==> src/design/nmh_map.vh <==
// constants for the first ephemeris message framer
// assumes bit positions count from 1 at the first transmitted bit
`ifndef NMH_MAP_VH
`define NMH_MAP_VH

// ----------------------------------------------------------------
// message layout
// ----------------------------------------------------------------
`define NMH_MSG_BITS 300
`define NMH_PREAMBLE 8'h8b
`define NMH_POS_PREAMBLE 1
`define NMH_POS_CODE 9
`define NMH_POS_TYPE 15
`define NMH_POS_WSC 21
`define NMH_POS_ALERT 38
`define NMH_POS_WEEK 39
`define NMH_POS_HEALTH 52
`define NMH_POS_EPOCH 55
`define NMH_POS_ERRIDX 66
`define NMH_POS_BODY 71
`define NMH_POS_INTEG 272
`define NMH_POS_PHASE 273
`define NMH_POS_CRC 277
`define NMH_EPH1_TYPE 6'h0a
`define NMH_ERRIDX_MAX 5'h0f
`define NMH_ERRIDX_MIN 5'h10
`define NMH_CRC_POLY 24'h864cfb
`define NMH_BODY_BITS 201

// ----------------------------------------------------------------
// timing
// ----------------------------------------------------------------
`define NMH_CLK_HZ 125000000
`define NMH_BIT_RATE_BPS 50
`define NMH_SYMS_PER_BIT 2
`define NMH_SET_TX_HOURS 2
`define NMH_SET_FIT_HOURS 3
`define NMH_MSG_SECONDS 6
`define NMH_FIFO_DEPTH 32

`endif

==> src/design/nmh_fifo.v <==
// small synchronous fifo holding message symbols before the line
// assumes a single clock; depth is a power of two
`timescale 1ns/10ps
module nmh_fifo #(
	parameter WIDTH = 1,
	parameter DEPTH = 32,
	parameter AW = 5
) (
	input wire i_clk_sys,
	input wire i_rst_n,
	input wire i_in_valid,
	output wire o_in_ready,
	input wire [WIDTH-1:0] i_in_data,
	output wire o_out_valid,
	input wire i_out_ready,
	output reg [WIDTH-1:0] o_out_data
);
	reg [WIDTH-1:0] mem [0:DEPTH-1];
	reg [AW:0] wr_ptr;
	reg [AW:0] rd_ptr;
	reg out_full;
	wire [AW:0] count = wr_ptr - rd_ptr;
	wire mem_empty = (count == {(AW+1){1'b0}});
	wire full = (count == DEPTH);
	wire push = i_in_valid & ~full;
	wire take = ~mem_empty & (~out_full | i_out_ready);

	assign o_in_ready = ~full;
	assign o_out_valid = out_full;

	always @(posedge i_clk_sys) begin
		if (push)
			mem[wr_ptr[AW-1:0]] <= i_in_data;
	end

	// ----------------------------------------------------------------
	// pointers and registered output stage
	// ----------------------------------------------------------------
	always @(posedge i_clk_sys or negedge i_rst_n) begin
		if (!i_rst_n) begin
			wr_ptr <= {(AW+1){1'b0}};
			rd_ptr <= {(AW+1){1'b0}};
			out_full <= 1'b0;
			o_out_data <= {WIDTH{1'b0}};
		end else begin
			if (push)
				wr_ptr <= wr_ptr + 1'b1;
			if (take) begin
				o_out_data <= mem[rd_ptr[AW-1:0]];
				rd_ptr <= rd_ptr + 1'b1;
				out_full <= 1'b1;
			end else if (i_out_ready)
				out_full <= 1'b0;
		end
	end
endmodule

==> src/design/nmh_framer.v <==
// framer for the first ephemeris message of the civil nav stream
// assumes the caller loads a data set, then serial bits leave as
// fec symbols through a fifo paced by i_sym_ready at 100 sym/s
//
// Function
// - each data set is sent two hours, first two of three fit hours
// - ephemeris content change always comes with a new reference time
// - first set after upload carries reference time unlike the one before
// - bit 272 is integrity level flag, one means enhanced assurance
// - bit 273 carries the carrier phase relationship indicator
// - bits 39..51 carry 13-bit week count modulo 8192 at set start
// - bits 52,53,54 give health of bands one, two, five; one is bad
// - health bits refresh only at upload or at the first load after reset, when a new set is built
// - bits 55..65 carry the prediction epoch field
// - bits 66..70 carry the ephemeris accuracy index
// - accuracy index is signed two's complement from +15 to -16
// - index is worst expected error over the whole fit interval
// - message starts with preamble 10001011, code, type, 17-bit count
// - message is 300 bits, six seconds, ending in 24-bit crc
// - bit 38 is the alert flag
// - 50 bit/s with rate one-half fec giving 100 symbols/s
`timescale 1ns/10ps
`include "nmh_map.vh"
module nmh_framer (
	input wire i_clk_sys,
	input wire i_rst_n,
	input wire i_load,
	input wire i_upload,
	input wire [12:0] i_week_count,
	input wire [2:0] i_health,
	input wire [10:0] i_epoch,
	input wire [4:0] i_error_bound_index,
	input wire i_integrity_level_flag,
	input wire i_phase_flag,
	input wire [10:0] i_ephemeris_reference_time,
	input wire [200:0] i_body,
	input wire [5:0] i_satellite_code_number,
	input wire i_alert,
	input wire i_start,
	input wire [16:0] i_week_seconds_count,
	input wire i_sym_ready,
	output wire o_start_ready,
	output wire o_busy,
	output reg o_load_refused,
	output reg o_set_expired,
	output reg o_set_stale,
	output wire o_sym_valid,
	output wire [1:0] o_sym
);
	localparam ST_IDLE = 3'b001;
	localparam ST_SEND = 3'b010;
	localparam ST_DONE = 3'b100;
	localparam [63:0] SET_CYCLES = 64'd125000000 * 64'd3600 * `NMH_SET_TX_HOURS;
	localparam [63:0] FIT_CYCLES = 64'd125000000 * 64'd3600 * `NMH_SET_FIT_HOURS;
	localparam [7:0] PRE_BITS = `NMH_PREAMBLE;
	localparam [5:0] TYPE_BITS = `NMH_EPH1_TYPE;

	reg [2:0] state;
	reg [2:0] next_state;
	reg [8:0] bit_pos;
	reg [23:0] crc;
	reg [5:0] fec_sr;
	reg [12:0] week;
	reg [2:0] health;
	reg [10:0] epoch;
	reg [4:0] err_idx;
	reg integ;
	reg phase;
	reg [10:0] ref_time;
	reg [200:0] body;
	reg [5:0] code;
	reg alert;
	reg [16:0] wsc;
	reg have_set;
	reg [43:0] set_age;
	reg data_bit;
	wire fifo_in_ready;
	wire send_bit;
	wire [1:0] fec_sym;
	wire crc_fb;
	wire [8:0] pos = bit_pos + 9'd1;
	wire idx_legal = ($signed(i_error_bound_index) <= $signed(`NMH_ERRIDX_MAX)) &
		($signed(i_error_bound_index) >= $signed(`NMH_ERRIDX_MIN));
	wire body_changed = (i_body != body) | (i_week_count != week) | (i_epoch != epoch);
	// a load is refused if content moved but the reference time did not,
	// or an upload tries to keep the reference time sent before cutover
	wire load_bad = ~idx_legal |
		(have_set & body_changed & (i_ephemeris_reference_time == ref_time)) |
		(i_upload & have_set & (i_ephemeris_reference_time == ref_time));
	wire load_ok = i_load & ~load_bad & (state == ST_IDLE);

	assign o_start_ready = (state == ST_IDLE) & have_set & ~o_set_expired;
	assign o_busy = (state != ST_IDLE);
	assign send_bit = (state == ST_SEND) & fifo_in_ready;

	// ----------------------------------------------------------------
	// bit selection by position
	// ----------------------------------------------------------------
	always @* begin
		data_bit = 1'b0;
		if (pos < `NMH_POS_CODE)
			data_bit = PRE_BITS[`NMH_POS_CODE - 1 - pos];
		else if (pos < `NMH_POS_TYPE)
			data_bit = code[`NMH_POS_TYPE - 1 - pos];
		else if (pos < `NMH_POS_WSC)
			data_bit = TYPE_BITS[`NMH_POS_WSC - 1 - pos];
		else if (pos < `NMH_POS_ALERT)
			data_bit = wsc[`NMH_POS_ALERT - 1 - pos];
		else if (pos == `NMH_POS_ALERT)
			data_bit = alert;
		else if (pos < `NMH_POS_HEALTH)
			data_bit = week[`NMH_POS_HEALTH - 1 - pos];
		else if (pos < `NMH_POS_EPOCH)
			data_bit = health[`NMH_POS_EPOCH - 1 - pos];
		else if (pos < `NMH_POS_ERRIDX)
			data_bit = epoch[`NMH_POS_ERRIDX - 1 - pos];
		else if (pos < `NMH_POS_BODY)
			data_bit = err_idx[`NMH_POS_BODY - 1 - pos];
		else if (pos < `NMH_POS_INTEG)
			data_bit = body[`NMH_POS_INTEG - 1 - pos];
		else if (pos == `NMH_POS_INTEG)
			data_bit = integ;
		else if (pos == `NMH_POS_PHASE)
			data_bit = phase;
		else if (pos < `NMH_POS_CRC)
			data_bit = 1'b0;
		else
			data_bit = crc[23];
	end

	assign crc_fb = data_bit ^ crc[23];
	// rate one-half encoder, k=7, one symbol pair per data bit
	assign fec_sym = {^({data_bit, fec_sr} & 7'h79), ^({data_bit, fec_sr} & 7'h5b)};

	// ----------------------------------------------------------------
	// state machine
	// ----------------------------------------------------------------
	always @* begin
		next_state = state;
		case (state)
			ST_IDLE: begin
				if (i_start & o_start_ready)
					next_state = ST_SEND;
			end
			ST_SEND: begin
				if (send_bit && pos == `NMH_MSG_BITS)
					next_state = ST_DONE;
			end
			ST_DONE: begin
				next_state = ST_IDLE;
			end
			default: begin
				next_state = ST_IDLE;
			end
		endcase
	end

	always @(posedge i_clk_sys or negedge i_rst_n) begin
		if (!i_rst_n) begin
			state <= ST_IDLE;
			bit_pos <= 9'h000;
			crc <= 24'h000000;
			fec_sr <= 6'h00;
			wsc <= 17'h00000;
			code <= 6'h00;
			alert <= 1'b0;
		end else begin
			state <= next_state;
			if (state == ST_IDLE && next_state == ST_SEND) begin
				bit_pos <= 9'h000;
				crc <= 24'h000000;
				fec_sr <= 6'h00;
				wsc <= i_week_seconds_count;
				code <= i_satellite_code_number;
				alert <= i_alert;
			end else if (send_bit) begin
				bit_pos <= pos;
				fec_sr <= {data_bit, fec_sr[5:1]};
				if (pos < `NMH_POS_CRC)
					crc <= {crc[22:0], 1'b0} ^ (crc_fb ? `NMH_CRC_POLY : 24'h000000);
				else
					crc <= {crc[22:0], 1'b0};
			end
		end
	end

	// ----------------------------------------------------------------
	// data set store and lifetime
	// ----------------------------------------------------------------
	always @(posedge i_clk_sys or negedge i_rst_n) begin
		if (!i_rst_n) begin
			week <= 13'h0000;
			health <= 3'h7;
			epoch <= 11'h000;
			err_idx <= 5'h10;
			integ <= 1'b0;
			phase <= 1'b0;
			ref_time <= 11'h000;
			body <= {201{1'b0}};
			have_set <= 1'b0;
			set_age <= 44'h0;
			o_load_refused <= 1'b0;
			o_set_expired <= 1'b0;
			o_set_stale <= 1'b0;
		end else begin
			o_load_refused <= i_load & ~load_ok;
			if (load_ok) begin
				week <= i_week_count;
				if (i_upload | ~have_set)
					health <= i_health;
				epoch <= i_epoch;
				err_idx <= i_error_bound_index;
				integ <= i_integrity_level_flag;
				phase <= i_phase_flag;
				ref_time <= i_ephemeris_reference_time;
				body <= i_body;
				have_set <= 1'b1;
				set_age <= 44'h0;
				o_set_expired <= 1'b0;
				o_set_stale <= 1'b0;
			end else if (have_set) begin
				if (set_age != FIT_CYCLES[43:0])
					set_age <= set_age + 44'h1;
				if (set_age >= SET_CYCLES[43:0])
					o_set_expired <= 1'b1;
				if (set_age >= FIT_CYCLES[43:0])
					o_set_stale <= 1'b1;
			end
		end
	end

	nmh_fifo #(
		.WIDTH(2),
		.DEPTH(`NMH_FIFO_DEPTH),
		.AW(5)
	) u_fifo (
		.i_clk_sys(i_clk_sys),
		.i_rst_n(i_rst_n),
		.i_in_valid(send_bit),
		.o_in_ready(fifo_in_ready),
		.i_in_data(fec_sym),
		.o_out_valid(o_sym_valid),
		.i_out_ready(i_sym_ready),
		.o_out_data(o_sym)
	);
endmodule

==> config.mk <==
export PLATFORM = sky130hd
export DESIGN_NAME = nmh_framer
export DESIGN_NICKNAME = d
export VERILOG_FILES = /design/src/design/nmh_fifo.v /design/src/design/nmh_framer.v
export VERILOG_INCLUDE_DIRS = /design/src /design/src/design
export SDC_FILE = /design/constraint.sdc
export NUM_CORES = 1
export LEC_CHECK = 0
export BUFFER_PORTS_ARGS = -buffer_cell sky130_fd_sc_hd__buf_4
export CAP_MARGIN = 20
export CORE_UTILIZATION = 45
export CTS_CLUSTER_DIAMETER = 120
export DETAILED_ROUTE_END_ITERATION = 6
export PLACE_DENSITY = 0.65
export SETUP_SLACK_MARGIN = 0.05
export SLEW_MARGIN = 20
export SYNTH_ARGS = -nofsm -noshare
export SYNTH_HDL_FRONTEND = slang
export SYNTH_SLANG_ARGS = --single-unit
==> constraint.sdc <==
create_clock -name i_clk_sys -period 5.3 [get_ports i_clk_sys]
set_input_delay 0.265 -clock i_clk_sys [delete_from_list [all_inputs] [get_ports i_clk_sys]]
set_output_delay 0.265 -clock i_clk_sys [all_outputs]
set_load 0.01 [all_outputs]
* Word level (Yosys, flattened, before mapping) *
Memory sizes are Yosys's and may differ from the RTL's. A register that Yosys moved wholly into a read port is not among the register bits.
Cells that the tools add are included.

operators by class
  $add $sub $neg = 14
  order comparisons = 23
  eq/ne operators = 14
  muxes and demuxes = 53
  bitwise operators = 30
  reduce and logical (&&, ||, !) cells = 16

operators by type and width
  cell                                                                                    number
  201-bit inequality test                                                                 1
  44-bit two-way mux                                                                      3
  32-bit by 4-bit < comparator with 1-bit output (second input constant)                  4
  24-bit two-way mux                                                                      4
  32-bit by 5-bit < comparator with 1-bit output (second input constant)                  2
  44-bit by 1-bit adder with 44-bit output (second input constant)                        1
  44-bit by 40-bit greater-or-equal comparator with 1-bit output (second input constant)  1
  44-bit by 41-bit greater-or-equal comparator with 1-bit output (second input constant)  1
  44-bit by 41-bit inequality test with 1-bit output (second input constant)              1
  32-bit by 3-bit < comparator with 1-bit output (second input constant)                  1
  32-bit by 6-bit < comparator with 1-bit output (second input constant)                  1
  32-bit by 9-bit < comparator with 1-bit output (second input constant)                  1
  1-bit two-way mux                                                                       32
  6-bit by 9-bit subtractor with 10-bit output (first input constant)                     3
  9-bit == test (second input constant)                                                   3
  9-bit by 6-bit < comparator with 1-bit output (second input constant)                   3
  24-bit bitwise XOR                                                                      1
  4-bit by 9-bit subtractor with 10-bit output (first input constant)                     2
  7-bit by 9-bit subtractor with 10-bit output (first input constant)                     2
  9-bit by 4-bit < comparator with 1-bit output (second input constant)                   2
  9-bit by 7-bit < comparator with 1-bit output (second input constant)                   2
  9-bit < comparator (second input constant)                                              2
  9-bit two-way mux                                                                       2
  1-bit bitwise AND                                                                       14
  33 further kinds                                                                        61

storage, ports and cells
  bits in registers = 373
  RAM bits = 64
  ROM bits = 16
  word-level logic and storage cells = 176
  memories = 3

memory list
  memory            words  width  rd ports  clocked after memory_dff  write ports  line              text
  u_fifo.mem        32     2      1         1                         1            nmh_fifo.v:18     reg [WIDTH-1:0] mem [0:DEPTH-1];
  (name not given)  8      1      1         0                         0            nmh_framer.v:106  data_bit = TYPE_BITS[`NMH_POS_WSC - 1 - pos];
  (name not given)  8      1      1         0                         0            nmh_framer.v:102  data_bit = PRE_BITS[`NMH_POS_CODE - 1 - pos];

* Depth between registers and ports, before layout *
  depth after elaboration = 21
  depth in mapped cells = 20

* Modules after synthesis *
Synthesis repeated with hierarchy kept, for this count alone.

second synthesis, totals
  cell total of the unflattened synthesis = 2,673
  area total of the unflattened synthesis = 25,192.9 sq um

modules (own cells, without submodules)
  module      instances  cells each  area an instance (sq um)  sequential area each (sq um)
  nmh_framer  1          2,450       21,655.8                  9,014.9
  nmh_fifo    1          223         3,537.1                   2,297.2

* Worst setup path after synthesis *
No wires, ideal clock.

  path type = reg2reg
  start = register bit_pos[0]
  end = memory u_fifo.mem[0][0] (data pin)
  library setup time = 371 ps
  arrival time = 4,446 ps
  required time = 4,929 ps
  path slack = 483 ps
  cell stages (with the launch flop) = 19
  path buffers = 5
  clock period less this slack = 4,817 ps
  cells stage by stage = dfrtp_1 buf_6 buf_12 buf_6 inv_1 ha_1 buf_4 buf_2 inv_1 ha_1 nor2b_1 nor3b_1 a211o_1 a31o_1 o221ai_1 a222oi_1 o221ai_2 xnor2_1 xor2_1

between the ends
  cells in the longest elaborated chain, start to end = 16
  elaborated cells between the ends (all ways) = 55
  those cells by class = add/sub: 10; order compare: 10; eq/ne: 3; mux: 29; reduce/logical: 1; memory: 2

ends and longest elaborated chain
  what                                                                                                   line              text
  start: declaration                                                                                     nmh_framer.v:60   reg [8:0] bit_pos;
  start signal: assignment                                                                               nmh_framer.v:177  bit_pos <= pos;
  9-bit by 1-bit adder with 9-bit output *                                                               nmh_framer.v:81   wire [8:0] pos = bit_pos + 9'd1;
  parallel branches: the longest is 13 deep, another holds 9-bit by 9-bit subtractor with 10-bit output  n/a
  1-bit two-way mux *                                                                                    nmh_framer.v:101  if (pos < `NMH_POS_CODE)
  7-bit XOR reduction *                                                                                  nmh_framer.v:133  assign fec_sym = {^({data_bit, fec_sr} & 7'h79), ^({data_bit, fec_sr} & 7'h5b)};
  named net fec_sym[0]                                                                                   nmh_framer.v:79   wire [1:0] fec_sym;
  end: declaration                                                                                       nmh_fifo.v:18

Mark *: on every way through the listed nets, which the timed path passes. The select of a mux whose other input is x is not followed.

* Worst setup path after layout *
  start = register bit_pos[0]
  end = register crc[14]

between the ends
  cells in the longest elaborated chain, start to end = 21
  elaborated cells between the ends (all ways) = 67
  those cells by class = add/sub: 10; order compare: 10; eq/ne: 5; mux: 35; bitwise: 2; reduce/logical: 3; memory: 2

ends and longest elaborated chain
  what                                                                                                   line              text
  9-bit by 1-bit adder with 9-bit output *                                                               nmh_framer.v:81
  parallel branches: the longest is 20 deep, another holds 9-bit by 9-bit subtractor with 10-bit output  n/a
  end signal: assignment                                                                                 nmh_framer.v:180  crc <= {crc[22:0], 1'b0} ^ (crc_fb ? `NMH_CRC_POLY : 24'h000000);
  end signal: assignment                                                                                 nmh_framer.v:182  crc <= {crc[22:0], 1'b0};
  end: declaration                                                                                       nmh_framer.v:61   reg [23:0] crc;

Mark *: on every way between the ends. The select of a mux whose other input is x is not followed.
A chain may end at the register's enable or synchronous reset.

==> flow_summary.json <==
{
  "status": "finished, violations left",
  "violations": "design-rule violations",
  "synth.most_common_cell": "nand2_1",
  "syn_inst": 2471,
  "synth_common_cells": "658 x nand2_1, 370 x dfrtp_1, 139 x o21ai_0",
  "cts.clk_slew.worst_paths_ns": 0.06,
  "rrSetupSlack_ns": 0.82,
  "end_kind": "flop",
  "wl_per_cell_um": 24.7,
  "post_cts_resized": 0,
  "rows": 84,
  "drtPass1Iterations": 7,
  "antenna_left": 0,
  "critPathBufInv": 3,
  "async_flop_share": 0.854,
  "yosysSeqAreaShare": 0.467,
  "finClkSkew_ns": 0.0315,
  "vias_per_cell": 5.85,
  "synth.distinct_cells": 93,
  "relSlewSlack": 0.238,
  "grt-ovfl-total": 0,
  "power.density_nw_per_um2": 532,
  "drv_slew": 0,
  "arrival_ns": 4.97,
  "drc": 12,
  "dp_cells": 3345,
  "vias": 21500,
  "gp_congestion": 1.02,
  "hold_path_end": "body[80]$_DFFE_PN0P_",
  "drt_iter0_drc": 2088,
  "drive_gt1_frac": 0.183,
  "synthDominantCellAreaShare": 0.382,
  "ys_seq_elements": 439,
  "start_util": 0.459,
  "die_area_um2": 54800,
  "reg2reg_to": "crc[14]$_DFFE_PN0P_",
  "cp_slowest_stage_delay_ns": 0.64,
  "critical_path_class": "reg2reg",
  "syn_area_per_cell_um2": 9.81,
  "ios": 284,
  "synth_edf_count": 64,
  "syn_nets": 2769,
  "routed_wirelength_um": 90900,
  "grt_pass1_wl_um": 134000,
  "tightestPinTransition_ns": 1.13,
  "peakVddDrop_v": 0.000350,
  "htree_levels": 2,
  "root_buffer": "clkbuf_16",
  "period_needed_ns": 4.48,
  "slowest_stage": "xnor2_2",
  "timing.setup.tns_ns": 0,
  "grt_max_degree": 161,
  "finalPower_mw": 16.5,
  "synthTopCellsByArea": "dfrtp_1 38%, nand2_1 10%, edfxtp_1 7.9%",
  "io_buffers": 283,
  "tritoncts": "built",
  "die_height_um": 234,
  "dp_hpwl_um": 67300,
  "fin_nets": 3246,
  "yosys_warnings": 0,
  "clockBufferDepth": 3,
  "worstPathCellList": "inv_1 > ha_4 > buf_12 > mux4_2 > mux2i_1 > mux2i_1 > o2111a_1 > nor4_1 > buf_4 > o221ai_2 > xnor2_2 > o21ai_0 > a31oi_1",
  "worst_r2r_startpoint": "bit_pos[0]$_DFFE_PN0P_",
  "synthToLayoutAreaGrowth_pct": 28.2,
  "design.core.area_um2": 52900,
  "max-cap-violations": 0,
  "hp-start": "i_body[80]",
  "grt_setup_unrepaired": "false",
  "yosysTopAreaCell": "dfrtp_1",
  "setup_violations": 0,
  "antenna_found_initial": 9,
  "fin_crit_sh": 0.845,
  "path_max_fanout": 62,
  "max_freq_mhz": 223,
  "critPathTopFamily": "multiplexers",
  "clk_latency_ns": 0.60,
  "hold_depth": 3,
  "crit_top_cell": "mux2i_1",
  "synth_ff_type": "dfrtp_1",
  "hold_path.class": "in2reg",
  "cts.sink_count": 439,
  "worstSetupStartpointType": "flop",
  "rr_worst_depth": 13,
  "finalHoldViolCount": 0,
  "final_cell_count_no_fill": 3680,
  "critPathRequiredTime_ns": 5.79,
  "grt_usage": 0.333,
  "fp.dieW_um": 234,
  "p_leak_nw": 13.8,
  "synth_area_um2": 24200,
  "numCtsBuffers": 49,
  "grt_pass1_vias": 20900
}
state kept, by name, indices dropped and copies added, names as in the netlist, 2 cells and up:
name / cells
u_fifo.wr_ptr: 6
u_fifo.mem: 64
health: 3
u_fifo.o_out_data: 2
wsc: 17
err_idx: 5
epoch: 11
state: 3
set_age: 44
crc: 24
body: 201
week: 13
bit_pos: 9
fec_sr: 6
code: 6
u_fifo.rd_ptr: 6
ref_time: 11
placed cells by master, fill, tap and decap left out, drive strengths merged, types with 29 or more instances in the layout:
cell / instances
nand2: 659
dfrtp: 370
buf: 318
dlygate4sd3: 240
o21ai: 142
inv: 123
xnor2: 115
nor2: 104
xor2: 91
mux4: 83
clkbuf: 68
edfxtp: 64
nand3: 53
nand4: 51
nor4: 37
o22ai: 34
a2111oi: 32
nor2b: 30
a21oi: 30
mux2: 29
per-layer routing:
metal	GRT usage	routed length, um	share of wire	up-vias
met5	0	26	0.00029	-
met4	0.139	4160	0.046	4
met3	0.0688	8290	0.091	205
met2	0.515	41500	0.46	1075
met1	0.454	36900	0.41	10700
li1	-	-	-	9596
worst max-delay path by stage:
stage | slack (ns) | from | cells after the start | end
2_1_floorplan | 0.48 | bit_pos[0]$_DFFE_PN0P_ | 18 | u_fifo.mem[0][0]$_DFFE_PP_
3_3_place_gp | 0.96 | bit_pos[0]$_DFFE_PN0P_ | 12 | crc[14]$_DFFE_PN0P_
3_5_place_dp | 0.86 | bit_pos[0]$_DFFE_PN0P_ | 13 | crc[14]$_DFFE_PN0P_
4_1_cts | 0.82 | bit_pos[0]$_DFFE_PN0P_ | 11 | crc[14]$_DFFE_PN0P_
5_1_grt | 0.40 | bit_pos[0]$_DFFE_PN0P_ | 11 | crc[1]$_DFFE_PN0P_
6_report | 0.82 | bit_pos[0]$_DFFE_PN0P_ | 13 | crc[14]$_DFFE_PN0P_
worst register-to-register path: stages, from the launching register on:
cell      delay, ns
dfrtp_4        0.55
inv_1          0.21
ha_4           0.43
buf_12         0.34
mux4_2         0.42
mux2i_1        0.34
mux2i_1        0.15
o2111a_1       0.27
nor4_1         0.29
buf_4          0.17
o221ai_2       0.21
xnor2_2        0.64
o21ai_0        0.16
a31oi_1        0.22
power breakdown:
group | total [mW] | switching [mW] | internal, mW
logic | 6.57 | 3.61 | 2.96
registers | 6.38 | 1.56 | 4.82
clock network | 3.59 | 1.44 | 2.15
cell type report:
type / instances / area (um^2)
sequential: 439 / 11300
inverter: 124 / 467
clock inverter: 20 / 245
multi-input combinational: 1776 / 11800
clock buffer: 68 / 1450
tap: 688 / 861
antenna: 7 / 17.5
timing repair buffer: 558 / 4900
fill: 4414 / 21800
cell families (layout without fill, tap and decap cells):
kind of cell             count (synthesis)  after routing  share of synthesized area
adder cells (fa/ha/maj)                 22             22                     0.0114
multiplexers                           129            129                     0.0996
XOR/XNOR                               208            208                     0.0769
other                                    0              7                          0
AND/OR/NAND/NOR                       1043           1043                      0.190
AO/OA/AOI/OAI                          374            374                      0.108
flip-flops                             439            439                      0.467
buffers and inverters                  256            770                     0.0473
metrics by stage:
stage,utilization,cell area [um^2],setup WS [ns],hold slack [ns]
floorplan,-,24200,0.483,-0.0306
global placement,0.510,27000,0.956,0.353
detailed placement,0.510,27000,0.860,0.346
CTS,0.587,31100,0.824,0.00147
global route,0.588,31100,0.398,0.0157
finish,0.588,31100,0.820,0.0105
what timing repair did:
action,4_1_cts,5_1_grt
hold buffers,240,0
hold endpoints to repair,320,0
buffers inserted,0,0
(Power assumes the default switching activity.)
